===== config.mk =====
export PLATFORM = sky130hd
export DESIGN_NAME = dmacm_top
export DESIGN_NICKNAME = d
export VERILOG_FILES = /design/src/rtl/dmacm_pkg.sv /design/src/rtl/dmacm_trig_if.sv /design/src/rtl/dmacm_top.sv /design/src/rtl/dmacm_trig_sel.sv /design/src/rtl/dmacm_sticky.sv
export VERILOG_INCLUDE_DIRS = /design/src /design/src/rtl
export SDC_FILE = /design/constraint.sdc
export NUM_CORES = 1
export LEC_CHECK = 0
export BUFFER_PORTS_ARGS = -buffer_cell sky130_fd_sc_hd__buf_4
export CORE_MARGIN = 2
export CORE_UTILIZATION = 35
export CTS_CLUSTER_DIAMETER = 80
export DETAILED_ROUTE_END_ITERATION = 8
export PLACE_DENSITY = 0.63
export SYNTH_ARGS = -nofsm -noshare
export SYNTH_HDL_FRONTEND = slang
export SYNTH_SLANG_ARGS = --single-unit

===== constraint.sdc =====
create_clock -name sys_clk_in -period 2.6 [get_ports sys_clk_in]
set_input_delay 0.52 -clock sys_clk_in [delete_from_list [all_inputs] [get_ports sys_clk_in]]
set_output_delay 0.52 -clock sys_clk_in [all_outputs]
set_load 0.02 [all_outputs]

===== src/rtl/dmacm_map.svh =====
`ifndef DMACM_MAP_SVH
`define DMACM_MAP_SVH
// Summary of operation
// Priority level from bit 3 of both registers
// Soft trigger starts transfer when channel enabled
// Direction: 0 SFR to RAM, 1 RAM to SFR
// Size bit: 0 byte, 1 halfword
// Hold bit keeps start requests pending
// Source code zero: software trigger only
// Source codes 1 to 11 pick peripheral events
// SFR address register holds low address byte
// RAM address register holds RAM address
// Count register holds number of transfers
// Serial request flag reads one while pending
// Serial mask bit one blocks servicing
// Active set only after enable; clears at end
// Enable low stops channel and blocks setup
// Serial start trigger sets enabled status
// Advance address, decrement count, flag at zero
// One trigger pulse gives one transfer
// ----------------------------------------------------------------
// Register offsets
// ----------------------------------------------------------------
`define DMACM_OFS_MODE 4'h0
`define DMACM_OFS_CTRL 4'h1
`define DMACM_OFS_SFR 4'h2
`define DMACM_OFS_RAM 4'h3
`define DMACM_OFS_CNT 4'h4
`define DMACM_OFS_PRL 4'h5
`define DMACM_OFS_PRH 4'h6
`define DMACM_OFS_REQ 4'h7
`define DMACM_OFS_MSK 4'h8
`define DMACM_OFS_SER 4'h9
`define DMACM_OFS_IST 4'hA
`define DMACM_OFS_IMK 4'hB
// ----------------------------------------------------------------
// Field positions
// ----------------------------------------------------------------
`define DMACM_B_SOFT 7
`define DMACM_B_DIR 6
`define DMACM_B_SIZE 5
`define DMACM_B_HOLD 4
`define DMACM_B_EN 7
`define DMACM_B_ACT 0
`define DMACM_B_PRIO 3
`define DMACM_B_SERF 5
`define DMACM_B_DMAF 3
`define DMACM_B_SSTART 0
`define DMACM_B_SSTOP 1
`define DMACM_B_IEND 0
`define DMACM_B_IBAD 1
`define DMACM_SRC_MAX 4'hB
// ----------------------------------------------------------------
// Reset values
// ----------------------------------------------------------------
`define DMACM_RST_MODE 8'h00
`define DMACM_RST_PRIO 8'hFF
`define DMACM_RST_MSK 8'hFF
`define DMACM_RST_IMK 2'h3
`endif


===== src/rtl/dmacm_pkg.sv =====
package dmacm_pkg;
    // Mover states, one-hot
    typedef enum logic [3:0] {
        DMACM_IDLE = 4'b0001,
        DMACM_RD = 4'b0010,
        DMACM_CAP = 4'b0100,
        DMACM_WR = 4'b1000
    } dmacm_state_e;
    typedef logic [3:0] dmacm_src_t;
endpackage


===== src/rtl/dmacm_trig_if.sv =====
`timescale 1ns/10ps
interface dmacm_trig_if;
    logic [3:0] code;
    logic [10:0] src;
    logic hit;
    logic bad;
    modport sel (input code, input src, output hit, output bad);
    modport ctl (output code, output src, input hit, input bad);
endinterface


===== src/rtl/dmacm_top.sv =====
// The register addresses and strobed register access were chosen for this implementation.
`timescale 1ns/10ps
`include "dmacm_map.svh"
module dmacm_top
    import dmacm_pkg::*;
#(
    parameter int RAM_W = 16,
    parameter int CNT_W = 10
) (
    // Clock and reset
    input wire logic sys_clk_in,
    input wire logic reset_in,
    // Register port
    input wire logic [3:0] addr_in,
    input wire logic [15:0] wdata_in,
    input wire logic wr_in,
    input wire logic rd_in,
    output logic [15:0] rdata_out,
    // Peripheral trigger pulses, bit k is source code k+1
    input wire logic [10:0] trig_in,
    input wire logic serial_irq_in,
    // SFR side
    output logic [7:0] sfr_addr_out,
    output logic sfr_rd_out,
    output logic sfr_wr_out,
    output logic [15:0] sfr_wdata_out,
    input wire logic [15:0] sfr_rdata_in,
    // RAM side
    output logic [RAM_W-1:0] ram_addr_out,
    output logic ram_rd_out,
    output logic ram_wr_out,
    output logic [15:0] ram_wdata_out,
    input wire logic [15:0] ram_rdata_in,
    output logic wide_out,
    // Status and interrupts
    output logic [1:0] prio_level_out,
    output logic serial_enable_out,
    output logic serial_irq_out,
    output logic dma_irq_req_out,
    output logic irq_out
);
    // ----------------------------------------------------------------
    // Register state
    // ----------------------------------------------------------------
    logic [7:0] mode_r;
    logic en_r;
    logic act_r;
    logic [7:0] sfr_r;
    logic [RAM_W-1:0] ram_r;
    logic [CNT_W-1:0] cnt_r;
    logic [7:0] prl_r;
    logic [7:0] prh_r;
    logic [7:0] msk_r;
    logic [1:0] imk_r;
    logic ser_en_r;
    logic pend_r;
    logic [15:0] data_r;
    logic [15:0] rdata_r;
    dmacm_state_e st_r;
    dmacm_state_e st_nxt;
    logic [7:0] req_q;
    logic [1:0] ist_q;
    logic [7:0] req_set;
    logic [7:0] req_clr;
    logic [1:0] ist_set;
    logic [1:0] ist_clr;

    // ----------------------------------------------------------------
    // Decode
    // ----------------------------------------------------------------
    logic wr_mode;
    logic wr_ctrl;
    logic wr_setup;
    logic soft_fire;
    logic req_now;
    logic launch;
    logic done;
    logic last;
    logic dir;
    logic wide;
    logic hold;

    assign wr_mode = wr_in && addr_in == `DMACM_OFS_MODE;
    assign wr_ctrl = wr_in && addr_in == `DMACM_OFS_CTRL;
    // Setup writes ignored while the channel is off
    assign wr_setup = wr_in && en_r;
    assign dir = mode_r[`DMACM_B_DIR];
    assign wide = mode_r[`DMACM_B_SIZE];
    assign hold = mode_r[`DMACM_B_HOLD];

    // ----------------------------------------------------------------
    // Trigger selection
    // ----------------------------------------------------------------
    dmacm_trig_if trig ();
    assign trig.code = mode_r[3:0];
    assign trig.src = trig_in;

    dmacm_trig_sel u_sel (
        .trig(trig)
    );

    // Soft trigger is a self-clearing strobe, never stored
    assign soft_fire = wr_mode && wr_setup && wdata_in[`DMACM_B_SOFT];
    assign req_now = en_r && act_r && (soft_fire || trig.hit);
    assign launch = st_r == DMACM_IDLE && !hold && (req_now || pend_r)
        && en_r && act_r && cnt_r != '0;
    assign done = st_r == DMACM_WR;
    assign last = cnt_r == CNT_W'(1);

    // ----------------------------------------------------------------
    // Mode and control
    // ----------------------------------------------------------------
    always_ff @(posedge sys_clk_in) begin
        if (reset_in) begin
            mode_r <= `DMACM_RST_MODE;
        end else if (wr_mode && wr_setup) begin
            mode_r <= {1'b0, wdata_in[6:0]};
        end
    end

    always_ff @(posedge sys_clk_in) begin
        if (reset_in) begin
            en_r <= 1'b0;
        end else if (wr_ctrl) begin
            en_r <= wdata_in[`DMACM_B_EN];
        end
    end

    always_ff @(posedge sys_clk_in) begin
        if (reset_in) begin
            act_r <= 1'b0;
        end else if (!en_r) begin
            // Needs enable already set in an earlier write
            act_r <= wr_ctrl && 1'b0;
        end else if (done && last) begin
            act_r <= 1'b0;
        end else if (wr_ctrl) begin
            act_r <= wdata_in[`DMACM_B_ACT] && wdata_in[`DMACM_B_EN];
        end
    end

    // A request seen while busy or held is kept for later
    always_ff @(posedge sys_clk_in) begin
        if (reset_in) begin
            pend_r <= 1'b0;
        end else if (!en_r || !act_r) begin
            pend_r <= 1'b0;
        end else if (req_now && !launch) begin
            pend_r <= 1'b1;
        end else if (launch) begin
            pend_r <= 1'b0;
        end
    end

    // ----------------------------------------------------------------
    // Address and count
    // ----------------------------------------------------------------
    always_ff @(posedge sys_clk_in) begin
        if (reset_in) begin
            sfr_r <= 8'h00;
        end else if (wr_setup && addr_in == `DMACM_OFS_SFR) begin
            sfr_r <= wdata_in[7:0];
        end
    end

    always_ff @(posedge sys_clk_in) begin
        if (reset_in) begin
            ram_r <= '0;
        end else if (done) begin
            ram_r <= ram_r + (wide ? RAM_W'(2) : RAM_W'(1));
        end else if (wr_setup && addr_in == `DMACM_OFS_RAM) begin
            ram_r <= wdata_in[RAM_W-1:0];
        end
    end

    always_ff @(posedge sys_clk_in) begin
        if (reset_in) begin
            cnt_r <= '0;
        end else if (done) begin
            cnt_r <= cnt_r - CNT_W'(1);
        end else if (wr_setup && addr_in == `DMACM_OFS_CNT) begin
            cnt_r <= wdata_in[CNT_W-1:0];
        end
    end

    // ----------------------------------------------------------------
    // Mover: read source, capture, write destination
    // ----------------------------------------------------------------
    always_comb begin
        st_nxt = st_r;
        unique case (st_r)
            DMACM_IDLE: begin
                if (launch) begin
                    st_nxt = DMACM_RD;
                end
            end
            DMACM_RD: begin
                st_nxt = DMACM_CAP;
            end
            DMACM_CAP: begin
                st_nxt = DMACM_WR;
            end
            DMACM_WR: begin
                st_nxt = DMACM_IDLE;
            end
            default: begin
                st_nxt = DMACM_IDLE;
            end
        endcase
    end

    always_ff @(posedge sys_clk_in) begin
        if (reset_in || !en_r) begin
            st_r <= DMACM_IDLE;
        end else begin
            st_r <= st_nxt;
        end
    end

    // Byte moves clear the upper half so RAM sees zero
    always_ff @(posedge sys_clk_in) begin
        if (reset_in) begin
            data_r <= 16'h0000;
        end else if (st_r == DMACM_CAP) begin
            data_r <= dir ? ram_rdata_in : sfr_rdata_in;
            if (!wide) begin
                data_r[15:8] <= 8'h00;
            end
        end
    end

    assign sfr_addr_out = sfr_r;
    assign ram_addr_out = ram_r;
    assign sfr_wdata_out = data_r;
    assign ram_wdata_out = data_r;
    assign wide_out = wide;
    assign sfr_rd_out = st_r == DMACM_RD && !dir;
    assign ram_rd_out = st_r == DMACM_RD && dir;
    assign sfr_wr_out = done && dir;
    assign ram_wr_out = done && !dir;

    // ----------------------------------------------------------------
    // Priority, mask and serial start
    // ----------------------------------------------------------------
    always_ff @(posedge sys_clk_in) begin
        if (reset_in) begin
            prl_r <= `DMACM_RST_PRIO;
            prh_r <= `DMACM_RST_PRIO;
        end else if (wr_in && addr_in == `DMACM_OFS_PRL) begin
            prl_r <= wdata_in[7:0];
        end else if (wr_in && addr_in == `DMACM_OFS_PRH) begin
            prh_r <= wdata_in[7:0];
        end
    end

    // Upper register bit is the level msb
    assign prio_level_out = {prh_r[`DMACM_B_PRIO], prl_r[`DMACM_B_PRIO]};

    always_ff @(posedge sys_clk_in) begin
        if (reset_in) begin
            msk_r <= `DMACM_RST_MSK;
            imk_r <= `DMACM_RST_IMK;
        end else if (wr_in && addr_in == `DMACM_OFS_MSK) begin
            msk_r <= wdata_in[7:0];
        end else if (wr_in && addr_in == `DMACM_OFS_IMK) begin
            imk_r <= wdata_in[1:0];
        end
    end

    always_ff @(posedge sys_clk_in) begin
        if (reset_in) begin
            ser_en_r <= 1'b0;
        end else if (wr_in && addr_in == `DMACM_OFS_SER) begin
            if (wdata_in[`DMACM_B_SSTART]) begin
                ser_en_r <= 1'b1;
            end else if (wdata_in[`DMACM_B_SSTOP]) begin
                ser_en_r <= 1'b0;
            end
        end
    end

    assign serial_enable_out = ser_en_r;

    // ----------------------------------------------------------------
    // Request flags and interrupt status
    // ----------------------------------------------------------------
    always_comb begin
        req_set = 8'h00;
        req_clr = 8'h00;
        ist_set = 2'b00;
        ist_clr = 2'b00;
        req_set[`DMACM_B_SERF] = serial_irq_in;
        req_set[`DMACM_B_DMAF] = done && last;
        ist_set[`DMACM_B_IEND] = done && last;
        ist_set[`DMACM_B_IBAD] = en_r && trig.bad;
        if (wr_in && addr_in == `DMACM_OFS_REQ) begin
            req_set = req_set | wdata_in[7:0];
            req_clr = ~wdata_in[7:0];
        end
        if (wr_in && addr_in == `DMACM_OFS_IST) begin
            ist_clr = wdata_in[1:0];
        end
    end

    dmacm_sticky #(
        .W(8),
        .RST(8'h00)
    ) u_req (
        .sys_clk_in(sys_clk_in),
        .reset_in(reset_in),
        .set_in(req_set),
        .clr_in(req_clr),
        .q_out(req_q)
    );

    dmacm_sticky #(
        .W(2),
        .RST(2'b00)
    ) u_ist (
        .sys_clk_in(sys_clk_in),
        .reset_in(reset_in),
        .set_in(ist_set),
        .clr_in(ist_clr),
        .q_out(ist_q)
    );

    // Mask bit high blocks servicing
    assign serial_irq_out = req_q[`DMACM_B_SERF] && !msk_r[`DMACM_B_SERF];
    assign dma_irq_req_out = req_q[`DMACM_B_DMAF] && !msk_r[`DMACM_B_DMAF];
    assign irq_out = |(ist_q & ~imk_r);

    // ----------------------------------------------------------------
    // Read back, data one cycle after the strobe
    // ----------------------------------------------------------------
    always_ff @(posedge sys_clk_in) begin
        if (reset_in) begin
            rdata_r <= 16'h0000;
        end else if (rd_in) begin
            unique case (addr_in)
                `DMACM_OFS_MODE: rdata_r <= {8'h00, mode_r};
                `DMACM_OFS_CTRL: rdata_r <= {8'h00, en_r, 6'h00, act_r};
                `DMACM_OFS_SFR: rdata_r <= {8'h00, sfr_r};
                `DMACM_OFS_RAM: rdata_r <= 16'(ram_r);
                `DMACM_OFS_CNT: rdata_r <= 16'(cnt_r);
                `DMACM_OFS_PRL: rdata_r <= {8'h00, prl_r};
                `DMACM_OFS_PRH: rdata_r <= {8'h00, prh_r};
                `DMACM_OFS_REQ: rdata_r <= {8'h00, req_q};
                `DMACM_OFS_MSK: rdata_r <= {8'h00, msk_r};
                `DMACM_OFS_SER: rdata_r <= {15'h0000, ser_en_r};
                `DMACM_OFS_IST: rdata_r <= {14'h0000, ist_q};
                `DMACM_OFS_IMK: rdata_r <= {14'h0000, imk_r};
                default: rdata_r <= 16'h0000;
            endcase
        end
    end

    assign rdata_out = rdata_r;
endmodule // dmacm_top


===== src/rtl/dmacm_trig_sel.sv =====
`timescale 1ns/10ps
`include "dmacm_map.svh"
module dmacm_trig_sel
    import dmacm_pkg::*;
(
    dmacm_trig_if.sel trig
);
    always_comb begin
        trig.hit = 1'b0;
        trig.bad = 1'b0;
        if (trig.code == 4'h0) begin
            trig.hit = 1'b0;
        end else if (trig.code <= `DMACM_SRC_MAX) begin
            trig.hit = trig.src[trig.code - 4'h1];
        end else begin
            trig.bad = 1'b1;
        end
    end
endmodule // dmacm_trig_sel


===== src/rtl/dmacm_sticky.sv =====
`timescale 1ns/10ps
module dmacm_sticky
    import dmacm_pkg::*;
#(
    parameter int W = 8,
    parameter logic [W-1:0] RST = '0
) (
    // Clock and reset
    input wire logic sys_clk_in,
    input wire logic reset_in,
    // Flag control
    input wire logic [W-1:0] set_in,
    input wire logic [W-1:0] clr_in,
    output logic [W-1:0] q_out
);
    // Set beats clear so a same-cycle event is kept
    always_ff @(posedge sys_clk_in) begin
        if (reset_in) begin
            q_out <= RST;
        end else begin
            q_out <= (q_out & ~clr_in) | set_in;
        end
    end
endmodule // dmacm_sticky


## Yosys cells after proc, flatten, opt, wreduce, memory -nomap -nowiden

Index checks and enable logic that the tools add are counted.

| storage, ports and cells | value |
|---|---|
| register bits after elaboration | 117 |
| output and inout bits | 83 |
| word-level logic and storage cells | 131 |

| operators by class | value |
|---|---|
| equality and inequality tests | 17 |
| muxes and demuxes | 23 |
| add/sub/neg operators | 3 |
| order comparisons | 2 |
| reduce and logical (&&, ||, !) cells | 56 |
| bitwise gates (word level) | 13 |

Operators with widths:

| operator | number |
|---|---|
| one-hot mux 16 bit (12 select lines) | 1 |
| two-way mux 16 bit | 3 |
| logical AND 1 bit | 32 |
| two-way mux 8 bit | 3 |
| equality test 4 x 3 -> 1 bit, second input constant | 5 |
| equality test 4 bit, second input constant | 5 |
| two-way mux 10 bit | 2 |
| adder 16 x 2 -> 16 bit | 1 |
| inverter 8 bit | 2 |
| equality test 4 x 2 -> 1 bit, second input constant | 3 |
| one-hot mux 4 bit (3 select lines) | 1 |
| equality test 10 x 1 -> 1 bit, second input constant | 1 |
| nonzero test 10 bit | 1 |
| subtractor 10 x 1 -> 10 bit, second input constant | 1 |
| two-way mux 1 bit | 9 |
| bitwise AND 8 bit | 1 |
| equality test 4 x 1 -> 1 bit, second input constant | 2 |
| zero test 4 bit | 2 |
| OR 6 x 8 -> 8 bit | 1 |
| OR 8 bit | 1 |
| nonzero test 2 bit | 4 |
| zero test 1 bit | 7 |
| AND reduction 2 bit | 3 |
| less-than comparator 4 x 5 -> 1 bit, second input constant | 1 |
| 13 further kinds | 22 |

## Logic depth before layout (Yosys ltp)

| logic depth | value |
|---|---|
| word-level depth | 15 |
| depth in mapped cells | 10 |
| gate-level depth less buffers | 9 |

## By module

Synthesis repeated with hierarchy kept, for this count alone.

| unflattened totals | value |
|---|---|
| cells, all modules | 786 |
| area, all modules | 6459.9 µm² |

By module, submodules not included:

| module | cells each | instances | area each (µm²) |
|---|---|---|---|
| dmacm_top | 727 | 1 | 5835.6 |
| dmacm_sticky (u_req) | 33 | 1 | 381.6 |
| dmacm_trig_sel | 18 | 1 | 172.7 |
| dmacm_sticky (u_ist) | 8 | 1 | 70.1 |

## Worst setup path after synthesis

Ideal clock, no wire load.

| timing path | value |
|---|---|
| path type | register to register |
| start point | reg mode_r[5] |
| end point | reg ram_r[14], in the netlist ram_addr_out[14] |
| path buffers | 1 |
| library setup time | 74 ps |
| required time | 2526 ps |
| stages on the path, launching flop included | 11 |
| data arrival time | 2310 ps |
| setup slack | 216 ps |
| cell sequence | dfxtp_1 -> clkbuf_1 -> inv_1 -> ha_1 -> inv_1 -> fa_1 -> nand3b_1 -> nor3_4 -> nand3_1 -> or2_0 -> a31oi_1 |

| on the way | value |
|---|---|
| longest elaborated chain between the ends | 3 |

RTL lines:

| item | RTL line | RTL |
|---|---|---|
| start: declaration | dmacm_top.sv:45 | `logic [7:0] mode_r;` |
| start signal: assignment | dmacm_top.sv:115 | `` mode_r <= `DMACM_RST_MODE; `` |
| start signal: assignment | dmacm_top.sv:117 | `mode_r <= {1'b0, wdata_in[6:0]};` |
| two-way mux 2 bit | dmacm_top.sv:170 | `ram_r <= ram_r + (wide ? RAM_W'(2) : RAM_W'(1));` |
| adder 16 x 2 -> 16 bit | dmacm_top.sv:170 |  |
| two-way mux 16 bit | dmacm_top.sv:169 | `end else if (done) begin` |
| end signal: assignment | dmacm_top.sv:170 |  |
| end signal: assignment | dmacm_top.sv:172 | `ram_r <= wdata_in[RAM_W-1:0];` |
| end: declaration | dmacm_top.sv:49 | `logic [RAM_W-1:0] ram_r;` |

No other way between the ends.
A chain may end at the register's enable or synchronous reset.

## Worst setup path in the final report

| timing path | value |
|---|---|
| start point | reg st_r[1] |
| end point | out ram_wr_out |

| on the way | value |
|---|---|
| longest elaborated chain between the ends | 2 |

RTL lines:

| item | RTL line | RTL |
|---|---|---|
| start: declaration | dmacm_top.sv:59 | `dmacm_state_e st_r;` |
| start signal: assignment | dmacm_top.sv:216 | `st_r <= st_nxt;` |
| equality test 4 bit | dmacm_top.sv:107 | `assign done = st_r == DMACM_WR;` |
| logical AND 1 bit | dmacm_top.sv:240 | `assign ram_wr_out = done && !dir;` |
| end: declaration | dmacm_top.sv:31 | `output logic ram_wr_out,` |

No other way between the ends.

==> metrics.csv <==
stage,metric,value,unit
pwr,Power Dens Cells,591,nW/µm²
timing,final setup violating endpoints,0,
drt,post-route ant nets,0,
yosys,leading post-synthesis cells by instance count,"dfxtp_1 (117), nor2_1 (85), nand2_1 (75)",
drt,vias per cell,5.50,
pwr,Peak VDD IR,0.000464,V
yosys,Synth Area in Compound Gates,18.3,%
clocking,CTS tree,yes,
worst_setup_path,Required @ worst endpoint,2080,ps
pwr,Clk pwr share,54.9,%
die,die area,19000,µm²
grt,vias in the first global route,5648,
yosys,fraction of the mapped netlist area in adder cells,1.51,%
pwr,sw power,1040,µW
finish,area grow syn2layout,29.7,%
drt,post-detailed-routing wire length,20000,µm
drt,via count,6069,
yosys,Post-synth EDFFs,0,
placed_design,Placer Congestion,0.933,
timing,setup TNS,0,ps
yosys,Simple-Gate Fraction of Synth Area,25.8,%
yosys,unique cell type count in the Yosys netlist,74,
die,I/O Pins,151,
worst_setup_path,Worst Setup Start Kind,flip-flop,
pwr,Sequential Power Share,38.0,%
outcome,status,"finished, final reports clean",
drt,drt wl/cell,18.1,µm
clocking,clk root buf,clkbuf_16,
pwr,sw frac,21.5,%
finish,Total Nets Final,941,
die,Initial Util,36.0,%
timing,final max-slew violation count,0,
clocking,"Reg clk slew, reported paths",60,ps
pwr,LEAKAGE,0.00320,µW
placed_design,Placed Instances,1072,
yosys,mux cell area share after synthesis,9.59,%
yosys,sequential area share after synthesis,37.3,%
grt,gr ovfl total,0,
finish,Inserted Diodes,0,
finish,final std cells w/o fill,1104,
timing,skew final,8.05,ps
finish,Fill cells,1722,
clocking,cts bufs inserted,17,
grt,initial antenna violation count,0,
clocking,Clock Path Buffers,2,
worst_hold_path,Worst Hold Class,primary input to flip-flop,
timing,Slew HR,54.4,%
clocking,# clock sinks,117,
timing,Worst Tran Pin Value,681,ps
drt,drt pass-1 iters,6,
grt,largest net degree at the start of global routing,38,
timing,RSZ-0062 raised after global routing,no,
die,die width,138,µm
timing,Tmin final,2420,ps
die,Placeable Area,17400,µm²
yosys,Yosys reg bits,117,
grt,first-pass GRT wire length,30900,µm
yosys,largest cells by area after synthesis,"dfxtp_1 (37%), mux2i_1 (5.1%), nor2_1 (5.1%)",
yosys,Post-Synthesis Cells,752,
yosys,cell type with the highest aggregate area in the netlist,dfxtp_1,
timing,Fmax,0.413,GHz
clocking,hold_buf cts,0,
yosys,"Avg Cell Area, Syn",8.35,µm²
clocking,clock latency on the worst-skew pair,420,ps
worst_setup_path,crit path DAT,1900,ps
placed_design,dpl hpwl,14400,µm
yosys,largest family of logic cells by synthesized area,simple AND/OR/NAND/NOR gates,
drt,DRC,0,
die,die span in y,138,µm
yosys,"count leader, synth",dfxtp_1,
grt,gr usage total,21.3,%
die,Rows,48,
yosys,Mapped Area,6280,µm²
yosys,Post-synth ARST share,0,%
worst_setup_path,kind of critical path,flip-flop to output pin,
run,max cap viols,0,
pwr,Pint,3780,µW
finish,share of layout cells above drive strength 1,27.0,%
clocking,CTS resizes,0,
yosys,syn nets,827,
yosys,xor/xnor share of the synthesized area,0.418,%
clocking,htree depth,4,
timing,Fin. Hold Viols,0,
yosys,Yosys top cell area share,37.3,%
yosys,synth warn,0,
yosys,ys flop type,dfxtp_1,
drt,DRT iter0 DRCs,628,
clocking,post-CTS setup buffers,0,
pwr,Logic pwr share,7.1,%
worst_setup_path,CP Max Fanout,28,
timing,final worst-path cycle share,93.2,%
placed_design,IO buf count,150,
worst_setup_path,Critical Path End Type,output pin,
## final timing paths
| kind | start | end | slack (ps) | depth (start not counted) |
|---|---|---|---|---|
| worst min-delay path | serial_irq_in | u_req.q_out[5] | 340 | 3 |
| worst max-delay path | st_r[1] | ram_wr_out | 180 | 3 |
| worst max register to register | mode_r[5] | ram_addr_out[14] | 360 | 9 |
| worst min register to register | ram_wdata_out[15] | ram_wdata_out[15] | 480 | 2 |
## flip-flops by register name, summed over array words and instances (netlist names), 4 cells and up, named ones only
register and count:
cnt_r 10, mode_r 7, msk_r 8, prh_r 8, prl_r 8, ram_addr_out 16
ram_wdata_out 16, rdata_out 16, sfr_addr_out 8, st_r 4
## cell usage in the layout (no fill, tap or decap), types with 5 or more instances in the layout
master     Yosys  layout
a211o_1       16      16
clkbuf_8       0       8
nand3_1       28      28
o21ai_0       30      30
mux4_2         5       5
inv_1         16      16
buf_4         19     171
and3_1         7       7
a31oi_1        9       9
a311oi_1       5       5
ha_1           6       6
nor2_1        85      85
nand3b_1      17      17
clkbuf_16      0      17
nand2b_1       6       6
mux2_2        15      15
nor3b_1        6       6
nor3_1        21      21
nor2b_1       32      32
mux2i_1       32      32
a21oi_1       48      48
a211oi_1      16      16
nor4_1         7       7
a221oi_1       6       6
dfxtp_1      117     117
nand2_1       75      75
## through the flow
step	power, µW	instance area [µm²]	hold WS [ps]	utilization, %	worst slack (ps)
final	4810	8140	340	46.8	177
after global routing	4940	8140	356	46.8	79.9
after CTS	4830	8140	339	46.8	156
after detailed placement	2200	7470	471	42.9	382
after global placement	2200	7470	462	42.9	418
after floorplan	2050	6280	438	-	216
## kinds of logic after synthesis
logic type / count (synthesis)
xor+xnor: 3
flops: 117
simple gates: 311
mux: 52
fa+ha+maj: 7
buf+inv: 92
compound gates: 170
## power by group through the flow
stage | clock network (µW) | registers, µW | logic, µW
after global placement | 0 | 1870 | 337
after floorplan | 0 | 1870 | 180
final | 2640 | 1830 | 342
after CTS | 2660 | 1830 | 340
after detailed placement | 0 | 1870 | 338
after global routing | 2740 | 1830 | 369
## routing by layer
layer	GRT usage (%)	wire length [µm]
met5	0	0
met4	7.88	496
met3	4.90	1580
met2	34.0	9150
met1	28.0	8790
## worst max-delay path, cell delays in order, from the launching register on
cell and delay, ps:
dfxtp_1 390, or4b_4 750, nor2_1 170, buf_4 160
## area by class of cell
class | instances | area (µm²) | share of cell area [%]
multi-input combinational | 543 | 3500 | 43.0
tap | 225 | 282 | 3.46
clock inverter | 6 | 135 | 1.66
sequential | 117 | 2340 | 28.8
inverter | 16 | 60.1 | 0.737
clock buffer | 26 | 539 | 6.62
timing repair buffer | 171 | 1280 | 15.8
No activity file was read; power rests on OpenSTA's default activity.
